## src/include/atb_pkg.sv

```systemverilog
/*
 Package of the tri-state bus read port: result widths, bus width and the
 conversion timing count shared by the read port and its converter core.
 Assumes a single 250 MHz clock.
*/
package atb_pkg;
    localparam int unsigned RESULT_W     = 10;
    localparam int unsigned BUS_W        = 8;
    localparam int unsigned LOW_W        = 8;
    localparam int unsigned HIGH_W       = 2;
    localparam int unsigned STATUS_BIT   = 0;
    localparam int unsigned CLK_PERIOD_PS = 4000;
    localparam int unsigned CONV_TIME_NS = 40;
    localparam int unsigned CONV_CYCLES  = (CONV_TIME_NS * 1000 + CLK_PERIOD_PS - 1)
                                           / CLK_PERIOD_PS;
    localparam logic [9:0]  RESULT_RST   = 10'h000;
    localparam logic        DONE_RST     = 1'b1;
    typedef enum logic [1:0] {ATB_IDLE, ATB_BUSY, ATB_DONE} atb_state_t;
endpackage

```

## src/atb_conv_core.sv

```systemverilog
/*
 Stand-in for the successive-approximation core: counts a conversion of
 fixed length and then latches the sample word presented to it.
 Assumes start is a clean single-cycle pulse on clk.
*/
`timescale 1ns/1ps
`default_nettype none
module atb_conv_core #(
    parameter int unsigned CYCLES = atb_pkg::CONV_CYCLES
) (
    // Clock and reset
    input  wire logic       clk,
    input  wire logic       reset_n,
    // Control
    input  wire logic       start,
    input  wire logic [9:0] sample,
    // Result
    output logic            done,
    output logic [9:0]      result
);
    logic [15:0] cnt_q;
    logic [15:0] cnt_d;
    logic        done_q;
    logic        done_d;
    logic [9:0]  res_q;
    logic [9:0]  res_d;

    // Next state; a new start restarts even a running conversion
    always_comb
    begin
        cnt_d  = cnt_q;
        done_d = done_q;
        res_d  = res_q;
        if (start)
        begin
            cnt_d  = 16'(CYCLES);
            done_d = 1'b0;
        end
        else if (!done_q)
        begin
            if (cnt_q <= 16'h0001)
            begin
                done_d = 1'b1;
                res_d  = sample;
                cnt_d  = 16'h0000;
            end
            else
            begin
                cnt_d = cnt_q - 16'h0001;
            end
        end
    end

    // Registers
    always_ff @(posedge clk or negedge reset_n)
    begin
        if (!reset_n)
        begin
            cnt_q  <= 16'h0000;
            done_q <= atb_pkg::DONE_RST;
            res_q  <= atb_pkg::RESULT_RST;
        end
        else
        begin
            cnt_q  <= cnt_d;
            done_q <= done_d;
            res_q  <= res_d;
        end
    end

    assign done   = done_q;
    assign result = res_q;
endmodule
`default_nettype wire

```

## src/atb_read_port.sv

```systemverilog
/*
 Bus-side read port of a 10-bit converter on a shared 8-bit data bus.
 Assumes all host strobes are pins from outside the clock domain; the bus
 wire level is resolved outside from data_out and the per-bit enables.
*/
// Operation
// [RULE1] Result and status lines use three-state drivers and release the bus.
// [RULE2] Host starts each measurement with a convert-start pulse.
// [RULE3] Status enable asserted drives the conversion status onto the bus.
// [RULE4] Status reads one when finished; host then drops status enable.
// [RULE5] Status enable dropped returns status line to high impedance.
// [RULE6] Low-byte enable drives result bits zero to seven, floats them after.
// [RULE7] High-byte enable drives result bits eight and nine, floats after.
// [RULE8] Host order: start, poll status, read low byte, read high bits.
// [RULE9] Host asserts at most one enable at a time.
`timescale 1ns/1ps
`default_nettype none
module atb_read_port #(
    parameter int unsigned CONV_CYCLES = atb_pkg::CONV_CYCLES
) (
    // Clock and reset
    input  wire logic       clk,
    input  wire logic       reset_n,
    // Host strobes (pins)
    input  wire logic       convert_start,
    input  wire logic       status_output_enable,
    input  wire logic       low_byte_enable,
    input  wire logic       high_byte_enable,
    // Analog core sample word
    input  wire logic [9:0] sample_code,
    // Shared data bus, drive side
    output logic [7:0]      data_out,
    output logic [7:0]      data_oe,
    // Status observation
    output logic            conversion_done,
    output logic            bus_conflict
);
    // Three-stage samplers; stage one feeds only stage two
    logic [3:0] s1_q;
    logic [3:0] s2_q;
    logic [3:0] s3_q;
    logic [3:0] flt_q;
    logic [3:0] flt_d;
    logic [3:0] raw;

    assign raw = {high_byte_enable, low_byte_enable, status_output_enable, convert_start};

    // Filtered level updates when stages two and three agree
    always_comb
    begin
        flt_d = flt_q;
        for (int i = 0; i < 4; i++)
        begin
            if (s2_q[i] == s3_q[i])
            begin
                flt_d[i] = s3_q[i];
            end
        end
    end

    always_ff @(posedge clk or negedge reset_n)
    begin
        if (!reset_n)
        begin
            s1_q  <= 4'h0;
            s2_q  <= 4'h0;
            s3_q  <= 4'h0;
            flt_q <= 4'h0;
        end
        else
        begin
            s1_q  <= raw;
            s2_q  <= s1_q;
            s3_q  <= s2_q;
            flt_q <= flt_d;
        end
    end

    // Start pulse on the rising edge of the filtered strobe
    logic start_pulse;
    assign start_pulse = flt_d[0] & ~flt_q[0]; // [RULE2]

    logic       core_done;
    logic [9:0] core_result;

    atb_conv_core #(
        .CYCLES (CONV_CYCLES)
    ) u_core (
        .clk     (clk),
        .reset_n (reset_n),
        .start   (start_pulse),
        .sample  (sample_code),
        .done    (core_done),
        .result  (core_result)
    );

    // Read sequencer; tracks the conversion through idle, busy and done
    atb_pkg::atb_state_t st_q;
    atb_pkg::atb_state_t st_d;

    // Next sequencer state; a start always wins over a finishing conversion
    always_comb
    begin
        st_d = st_q;
        unique case (st_q)
            atb_pkg::ATB_IDLE:
            begin
                if (start_pulse)
                begin
                    st_d = atb_pkg::ATB_BUSY;
                end
            end
            atb_pkg::ATB_BUSY:
            begin
                if (core_done && !start_pulse)
                begin
                    st_d = atb_pkg::ATB_DONE;
                end
            end
            atb_pkg::ATB_DONE:
            begin
                if (start_pulse)
                begin
                    st_d = atb_pkg::ATB_BUSY;
                end
            end
            default:
            begin
                st_d = atb_pkg::ATB_IDLE; // Unused code recovers to idle
            end
        endcase
    end

    // Sequencer register
    always_ff @(posedge clk or negedge reset_n)
    begin
        if (!reset_n)
        begin
            st_q <= atb_pkg::ATB_IDLE;
        end
        else
        begin
            st_q <= st_d;
        end
    end

    // Bus drive: data and enables both registered, set by filtered strobes
    logic [7:0] dout_q;
    logic [7:0] dout_d;
    logic [7:0] doe_q;
    logic [7:0] doe_d;
    logic       conf_q;
    logic       conf_d;
    logic [7:0] status_word;

    // Status is one once conversion has finished
    assign status_word = {7'h00, core_done}; // [RULE4]

    always_comb
    begin
        dout_d = 8'h00;
        doe_d  = 8'h00; // Bus released by default [RULE1]
        // Priority on contention keeps a single driver; the host must avoid it
        if (flt_d[1])
        begin
            dout_d = status_word;                 // [RULE3]
            doe_d[atb_pkg::STATUS_BIT] = 1'b1;    // Floats when enable drops [RULE5]
        end
        else if (flt_d[2])
        begin
            dout_d = core_result[atb_pkg::LOW_W-1:0]; // [RULE6]
            doe_d  = 8'hff;
        end
        else if (flt_d[3])
        begin
            dout_d = {6'h00, core_result[atb_pkg::RESULT_W-1:atb_pkg::LOW_W]}; // [RULE7]
            doe_d  = 8'h03;
        end
    end

    // Drive registers; enables and data switch on the same edge, no glitch
    always_ff @(posedge clk or negedge reset_n)
    begin
        if (!reset_n)
        begin
            dout_q <= 8'h00;
            doe_q  <= 8'h00;
        end
        else
        begin
            dout_q <= dout_d;
            doe_q  <= doe_d;
        end
    end

    // Overlap detector; flags host misuse only, the drive priority stays
    always_comb
    begin
        conf_d = 1'b0;
        if ((flt_d[1] && flt_d[2]) || (flt_d[1] && flt_d[3]) || (flt_d[2] && flt_d[3]))
        begin
            conf_d = 1'b1; // [RULE9]
        end
    end

    // Overlap flag register
    always_ff @(posedge clk or negedge reset_n)
    begin
        if (!reset_n)
        begin
            conf_q <= 1'b0;
        end
        else
        begin
            conf_q <= conf_d; // Host overlap flag [RULE9]
        end
    end

    // Outputs straight from flip-flops

    assign data_out        = dout_q;
    assign data_oe         = doe_q;
    assign conversion_done = core_done;
    assign bus_conflict    = conf_q;
endmodule
`default_nettype wire

```

## config.mk

```make
export PLATFORM = sky130hd
export DESIGN_NAME = atb_read_port
export DESIGN_NICKNAME = d
export VERILOG_FILES = /design/src/include/atb_pkg.sv /design/src/atb_conv_core.sv /design/src/atb_read_port.sv
export SDC_FILE = /design/constraint.sdc
export NUM_CORES = 1
export LEC_CHECK = 0
export BUFFER_PORTS_ARGS = -buffer_cell sky130_fd_sc_hd__buf_4
export CORE_ASPECT_RATIO = 1.75
export CORE_UTILIZATION = 45
export DETAILED_ROUTE_END_ITERATION = 7
export GPL_TIMING_DRIVEN = 0
export PLACE_DENSITY = 0.65
export SLEW_MARGIN = 25
export SYNTH_ARGS = -nofsm -noshare
export SYNTH_HDL_FRONTEND = slang
export SYNTH_HIERARCHICAL = 1
export SYNTH_SLANG_ARGS = --single-unit
```

## constraint.sdc

```tcl
create_clock -name clk -period 5.6 [get_ports clk]
set_input_delay 0.28 -clock clk [delete_from_list [all_inputs] [get_ports clk]]
set_output_delay 0.28 -clock clk [all_outputs]
set_load 0.01 [all_outputs]
```

## Word-level counts from Yosys, hierarchy flattened

Cells that the tools add are included.

| operators by class | value |
|---|---|
| equal/unequal tests | 5 |
| bitwise operators | 4 |
| $lt $le $gt $ge | 1 |
| multiplexer cells | 18 |
| $add $sub $neg | 1 |
| reduce and logical (&&, ||, !) cells | 6 |

Operators by type and width:

| operator | count |
|---|---|
| 16-bit two-way mux | 3 |
| 8-bit two-way mux | 3 |
| 16-bit by 1-bit less-or-equal comparator with 1-bit output (second input constant) | 1 |
| 16-bit by 1-bit subtractor with 16-bit output (second input constant) | 1 |
| 1-bit two-way mux | 9 |
| 7-bit two-way mux | 1 |
| 1-bit equality test | 4 |
| 2-bit two-way mux | 2 |
| 1-bit logical AND | 3 |
| 1-bit inverter | 3 |
| 3-bit AND reduction | 1 |
| 1-bit logical OR | 2 |
| 2-bit inequality test (second input constant) | 1 |
| 1-bit bitwise AND | 1 |

| storage, ports and cells | value |
|---|---|
| register bits after elaboration | 60 |
| output and inout port bits | 18 |
| input bits | 16 |
| logic and storage cells | 45 |

## Longest topological paths before layout

Gate-level depths: netlist (run 1).

| logic depth | value |
|---|---|
| depth in word-level cells | 6 |
| mapped depth | 8 |
| mapped depth without buffers | 7 |

## By module

Netlist (run 1), hierarchy kept.

By module, submodules not included:

| module | seq. area each (sq um) | area an instance (sq um) | times used | cells each |
|---|---|---|---|---|
| atb_conv_core | 676.9 | 1,376.3 | 1 | 127 |
| atb_read_port | 700.7 | 915.9 | 1 | 57 |

## Least setup slack after synthesis (run 1)

OpenSTA, ideal clock, no wires.

| timing path | value |
|---|---|
| path kind | reg-to-reg |
| from | register u_core.cnt_q[8] |
| to | register u_core.res_q[0] (netlist: u_core/result[0]) |
| setup time | 125 ps |
| data required time | 5,475 ps |
| arrival time | 2,044 ps |
| stages on the path, launching flop included | 7 |
| path slack | 3,431 ps |
| path buffers | 1 |
| clock period less this slack | 2,169 ps |
| path through | dfrtp_1 -> or4_4 -> nor2_4 -> nand2_2 -> or4_4 -> buf_6 -> mux2_4 |

| on the way | value |
|---|---|
| longest elaborated chain between the ends | 2 |

Ends and longest elaborated chain:

| what | line | RTL |
|---|---|---|
| start: declaration | atb_conv_core.sv:21 | `logic [15:0] cnt_q;` |
| start signal: assignment | atb_conv_core.sv:65 | `cnt_q <= cnt_d;` |
| 16-bit by 1-bit less-or-equal comparator with 1-bit output | atb_conv_core.sv:41 | `if (cnt_q <= 16'h0001)` |
| 3-bit AND reduction (no source line) | n/a |  |
| end signal: assignment | atb_conv_core.sv:61 | `res_q <= atb_pkg::RESULT_RST;` |
| end signal: assignment | atb_conv_core.sv:67 | `res_q <= res_d;` |
| end: declaration | atb_conv_core.sv:25 | `logic [9:0] res_q;` |

No other way between the ends.
A chain may end at the register's enable or synchronous reset.

## Worst setup path in the final report (run 1)

| timing path | value |
|---|---|
| from | register u_core.cnt_q[0] |
| to | register u_core.cnt_q[12] |

| on the way | value |
|---|---|
| longest elaborated chain between the ends | 4 |
| elaborated cells between the ends (all ways) | 5 |
| classes of those cells | add/sub (1); order compare (1); mux (3) |

Ends and longest elaborated chain:

| what | line | RTL |
|---|---|---|
| 16-bit by 1-bit subtractor with 16-bit output / 16-bit by 1-bit less-or-equal comparator with 1-bit output (equally long branches) | atb_conv_core.sv:49, atb_conv_core.sv:41 |  |
| 16-bit two-way mux (*) | atb_conv_core.sv:41 |  |
| 16-bit two-way mux (*) | atb_conv_core.sv:39 | `else if (!done_q)` |
| 16-bit two-way mux (*) | atb_conv_core.sv:34 | `if (start)` |

Every way passes the cells marked *; elsewhere a longest branch is shown, timed or not. The select of a mux whose other input is x is not followed.

==> metrics, run 1 <==
WL final=roughly 4000 microns; IO Count=34; cts hold-fix bufs=0; gr usage total=0.1593; Clk Latency, worst-skew pair=about 300 ps; Post-Synthesis Cells=184; Max Freq=409.2 MHz; clk buf depth=2; ant diodes=0; Seq/Total Area, Yosys=0.6010; WL/cell=14.41 microns; CTS Buf Count=5; synthesis-to-layout area growth=17.58%; DRC=0; H-tree depth=2; Yosys top cell area share=0.5895; Final nets=242; vias in the first global route=between 1000 and 1500; largest net degree at the start of global routing=56; setup TNS=0 ps; fin crit period=about 2400 ps; pre-CTS setup slack=about 3200 ps; critical path endpoint category=flip-flop; Mean Syn Cell Area=approximately 12 sq um; root buf cell=clkbuf_8; Placer Congestion=approximately 0.78; CTS clk-pin slew, worst paths=roughly 100 ps; mux cell area share after synthesis=0.08297; DP Area=0.002608 sq mm; Port Buffers=33; maximum fanout along the worst path=7; Clock power frac=0.167; Final Cycle Share=0.4364; yosys synthesis warning count=6; post-CTS sizing=0; Min-Delay Path Class=in -> async; Pre-antenna DRT Iters=4; Sw Ratio=0.3481; synthesized area=about 0.0023 sq mm; Synth Area in Simple Gates=0.1818; fin. max-slew vios=0; via count=~1500; Yosys cell types=38; post-CTS setup buffer count=0; Syn Nets=a little over 200; endpoints failing hold=3; Initial Util=0.4645; ratio of cells with drive above 1 in the final layout=0.3156; Pint=0.0008419 W; leakage=approximately 1.3 nW; grt ovf=0; first-pass GRT wire length=approximately 6600 microns; DRT iter0 DRCs=61; initial antenna violation count=0; RSZ-0062 raised after global routing=no; commonest cells after routing, fill and taps aside=54 x dfrtp_1, 38 x buf_4, 18 x nor2_1; Compound-Gate Fraction of Synth Area=0.06714; die area=between 0.005 and 0.006 sq mm; Post-DRT Antenna Nets=0; sequential power share=0.476; Post-Synth Adder-Cell Area=0.03439; clk_skew=a little under 6 ps; Die Wd=55.95 microns; Pwr Total=roughly 0.0013 W; Net Switching=around 0.00045 W; max cap viols=0; Detail Placement HPWL=roughly 2800 microns; most common cell after layout, fill and taps aside=dfrtp_1; CTS tree=yes; row count=34; Chip Height=roughly 96 microns; endpoints failing setup=0; Rel. slew slack=0.5491; peak supply drop=302.7 uV; outcome=finished with violations; failing checks=hold timing; synth top area cells=dfrtp_1 59%, mux2_4 6.6%, a21oi_1 3.5%; main combinational cell family by area after synthesis=simple AND/OR/NAND/NOR gates; clock sink total=55; PnR worst setup slack=~3200 ps; Yosys reg bits=55; detail-routed via count per cell=~5.4; Worst Path Required=between 5000 and 6000 ps; slew of the pin with the lowest slew margin=about 680 ps; Worst Path Arrival=between 2000 and 3000 ps; final hold slack=-1.464 ps; Synth Area in XOR/XNOR=0; design area=0.002695 sq mm; cell taking the most area after synthesis=dfrtp_1; power density cells=roughly 480 mW/mm^2; critical path class=reg -> reg; combinational power share=0.357; CORE AREA=between 0.004 and 0.005 sq mm; Worst Setup Start Kind=flip-flop
## state kept, by name, indices dropped and copies added, names as in the netlist
register,flops
flt_q,4
bus_conflict,1
s3_q,4
u_core/done,1
data_oe,3
data_out,8
u_core/result,10
s1_q,4
u_core/cnt_q,16
s2_q,4
## per-layer routing
metal | up-vias | GRT usage | share of wire
met5 | - | 0 | 0
met4 | 0 | 0.06911 | 0.018
met3 | 5 | 0.03862 | 0.043
met2 | 43 | 0.2831 | 0.53
met1 | 722 | 0.1832 | 0.41
li1 | 724 | - | -
## worst paths after layout
check                                           from               end  slack, ps  depth (start not counted)
worst max-delay path                 u_core/cnt_q[0]  u_core/cnt_q[12]       3160                          6
worst min-delay path                         reset_n        data_oe[0]         -1                          1
worst max register to register       u_core/cnt_q[0]  u_core/cnt_q[12]       3160                          6
worst min register to register               s1_q[2]           s2_q[2]        350                          0
max in group asynchronous                    reset_n       data_out[5]       5140                          1
min in group clk                status_output_enable           s1_q[1]         80                          1
## cell usage after synthesis (all sizes together)
library cell / number
mux2: 10
nor3: 4
nand3b: 2
and2: 6
maj3: 5
o31ai: 3
or3: 10
o21a: 1
and4b: 1
nand2b: 3
dfstp: 1
nor4: 4
nor4b: 1
o21ai: 3
nor2b: 2
a311oi: 1
a32o: 1
nor2: 19
ha: 2
a21oi: 16
nand3: 1
mux2i: 4
o211a: 1
inv: 2
dfrtp: 54
nand2: 11
or4: 6
clkbuf: 4
buf: 6
## per-stage QoR
stage,instances,util
floorplan,184,-
global placement,271,0.5284
detailed placement,271,0.5284
CTS,279,0.5461
global route,279,0.5461
finish,279,0.5461
## cell families after synthesis
kind of cell / Yosys count
flip-flops: 55
adder cells (fa/ha/maj): 7
AO/OA/AOI/OAI: 26
multiplexers: 14
buffers and inverters: 12
AND/OR/NAND/NOR: 70
## area by class of cell
| cell class | instances | area, sq um |
|---|---|---|
| clock inverter | 3 | 18.77 |
| tap | 54 | 67.56 |
| fill | 434 | 2240 |
| buffer | 10 | 67.56 |
| sequential | 55 | 1378 |
| multi-input combinational | 117 | 839.6 |
| inverter | 2 | 7.507 |
| clock buffer | 5 | 68.82 |
| timing repair buffer | 33 | 247.7 |
## power groups by stage
stage	clock network, W	logic [W]	registers [W]
CTS	0.000225	0.000464	0.000614
finish	0.000215	0.000461	0.000615
global route	0.000244	0.000510	0.000633
detailed placement	0	0.000461	0.000620
floorplan	0	0.000345	0.000606
global placement	0	0.000457	0.000617
## critical path, stage by stage (launching register included)
cell	delay, ps
dfrtp_1	440
inv_1	80
ha_1	180
nor4b_1	560
nand2_1	310
or4_2	670
a21oi_1	140
Power figures use the tool's default switching activity.
==> run 2: changes to the inputs <==
==> constraint.sdc (replaced) <==
create_clock -name clk -period 2.5 [get_ports clk]
set_input_delay 0.125 -clock clk [delete_from_list [all_inputs] [get_ports clk]]
set_output_delay 0.125 -clock clk [all_outputs]
set_load 0.01 [all_outputs]
==> run 2 against run 1 <==
Effect of this change:
- setup slack got worse by 3000 ps
- the run now ends clean
- critical path type unchanged
- critical path depth is the same
- final area grew 2.1%
- combinational power increased by 130%
- total power up 120%
- sequential share of layout area is 1.0 points lower
- sequential power rose by 120%
==> metrics, run 2 (synthesis results as in run 1) <==
detail-routed via count per cell=5.289 (-1.2%); Post-DRT Antenna Nets=0 (unchanged); Reg2Reg Depth=6 (unchanged); DRC=0 (unchanged); largest net degree at the start of global routing=56 (unchanged); outcome=completed; CTS tree=yes; DRT iter0 DRCs=49 (-20%); Detail Placement HPWL=2762 microns (unchanged); slew of the pin with the lowest slew margin=669.3 ps (-7.113 ps); CP max stage delay=430 ps (-240 ps); max cap viols=0 (unchanged); most common cell after layout, fill and taps aside=dfrtp_1; RSZ-0062 raised after global routing=no; CTS clk-pin slew, worst paths=100 ps (about the same); CTS Buf Count=5 (unchanged); r2r setup slk=150 ps (-3010 ps); r2r endpoint=u_core/result[7]; fin crit period=2353 ps (-90.66 ps); Max Freq=424.9 MHz (+3.9%); post-CTS setup buffer count=0 (unchanged); Final nets=247 (+2.1%); Min-Delay Path Depth=2; critical path class=reg -> reg; Placer Congestion=0.7798 (unchanged); ant diodes=0 (unchanged); DP Area=0.002608 sq mm (unchanged); via count=1502 (+0.54%); clk_skew=5.784 ps (-0.01529 ps); Rel. slew slack=0.5538 (+0.004742); Top reg by flops=u_core/cnt_q; Die Wd=55.95 microns (unchanged); endpoints failing hold=0 (-3); fin. max-slew vios=0 (unchanged); Clk Latency, worst-skew pair=300 ps (about the same); pre-CTS setup slack=138.2 ps (-3100 ps); Initial Util=0.4645 (unchanged); design area=0.002751 sq mm (+2.1%); leakage=1.291 nW (+1.7%); number of flip-flops in the largest register=16 (unchanged); initial antenna violation count=0 (unchanged); WL final=4022 microns (about the same); gr usage total=0.1619 (+0.002588); IO Count=34 (unchanged); root buf cell=clkbuf_8; endpoints failing setup=0 (unchanged); worst hold path endpoint=u_core/result[8]; critical path endpoint category=flip-flop; power density cells=1054 mW/mm^2 (+120%); maximum fanout along the worst path=10 (+3); H-tree depth=2 (unchanged); Worst Path Arrival=2550 ps (-130 ps); vias in the first global route=1441 (+2.9%); Pre-antenna DRT Iters=4 (unchanged); Final Cycle Share=0.9413 (+0.5049); CORE AREA=0.004935 sq mm (unchanged); hold path startpoint=sample_code[8]; clock sink total=55 (unchanged); critical path's slowest cell=or4_4; first-pass GRT wire length=6693 microns (+1.9%); clk buf depth=2 (unchanged); grt ovf=0 (unchanged); WL/cell=14.16 microns (-1.7%); commonest cells after routing, fill and taps aside=54 x dfrtp_1, 38 x buf_4, 18 x nor2_1; peak supply drop=678.1 uV (+120%); Min-Delay Path Class=in -> reg; Worst Setup Start Kind=flip-flop; ratio of cells with drive above 1 in the final layout=0.3130 (-0.002512); row count=34 (unchanged); origin of the critical flop-to-flop path=u_core/cnt_q[13]; setup TNS=0 ps (unchanged); PnR worst setup slack=146.7 ps (-3009 ps); die area=0.005394 sq mm (unchanged); Worst Path Required=2700 ps (-3140 ps); Cell Count, Final, Fillers Out=284 (+1.8%); Chip Height=96.42 microns (unchanged); crit-path cells=or3_1, nor4_4, nand2_2, or4_4, buf_6, mux2_4; Placed Cells=271 (unchanged); synthesis-to-layout area growth=20.03%; Port Buffers=33 (unchanged)
[run 2: cell types whose count changed in the layout (fill, tap and decap cells not counted), sizes merged]
cell and delta:
dlygate4sd3 +5
[run 2: per-layer routing]
metal / part of all wire / up-vias / GRT usage
met5: 0 / - / 0
met3: 0.043 / 5 / 0.03862
met1: 0.41 / 722 / 0.1858
met4: 0.018 / 0 / 0.06911
met2: 0.53 / 41 / 0.2892
li1: - / 734 / -
[run 2: worst max-delay path by stage]
stage	start	endpoint	slack, ps	cells after the start
floorplan	u_core/cnt_q[8]	u_core/result[0]	330	6
global placement	u_core/cnt_q[0]	u_core/cnt_q[12]	130	6
detailed placement	u_core/cnt_q[0]	u_core/cnt_q[12]	140	6
CTS	u_core/cnt_q[0]	u_core/cnt_q[12]	90	6
global route	u_core/cnt_q[0]	u_core/result[7]	1	8
finish	u_core/cnt_q[13]	u_core/result[7]	150	6
[run 2: critical path, delay by kind of cell (launching register included)]
kind | cells | cell delay (ps)
AND/OR/NAND/NOR | 4 | 1340
flip-flops | 1 | 420
multiplexers | 1 | 310
buffers and inverters | 1 | 180
[run 2: layout make-up]
class	count	area (sq um)
Fill cell	436	2183
Sequential cell	55	1378
Multi-Input combinational cell	117	845.8
Timing Repair Buffer	38	297.8
Clock buffer	5	68.82
Buffer	10	67.56
Tap cell	54	67.56
Clock inverter	3	18.77
Inverter	2	7.507
[run 2: metrics by stage]
stage	hold slack (ps)	power [W]	utilization
2_1_floorplan	-170.6	0.002130	-
3_3_place_gp	207.1	0.002406	0.5284
3_5_place_dp	213.2	0.002422	0.5284
4_1_cts	40.16	0.002923	0.5563
5_1_grt	28.90	0.003122	0.5576
6_report	47.19	0.002901	0.5576
[run 2: what timing repair did]
action | in CTS | in global routing
hold buffers | 5 | 0
resized for setup | 0 | 1
endpoints found under the setup margin | 0 | 1
hold endpoints to repair | 58 | 0
[run 2: power by group]
group	leakage [nW]	internal (W)	switching, W	total [W]
registers	0.675	0.00115	0.000227	0.00138
clock network	0.0483	0.000198	0.000284	0.000482
logic	0.568	0.000545	0.000496	0.00104
total	1.29	0.00189	0.00101	0.00290
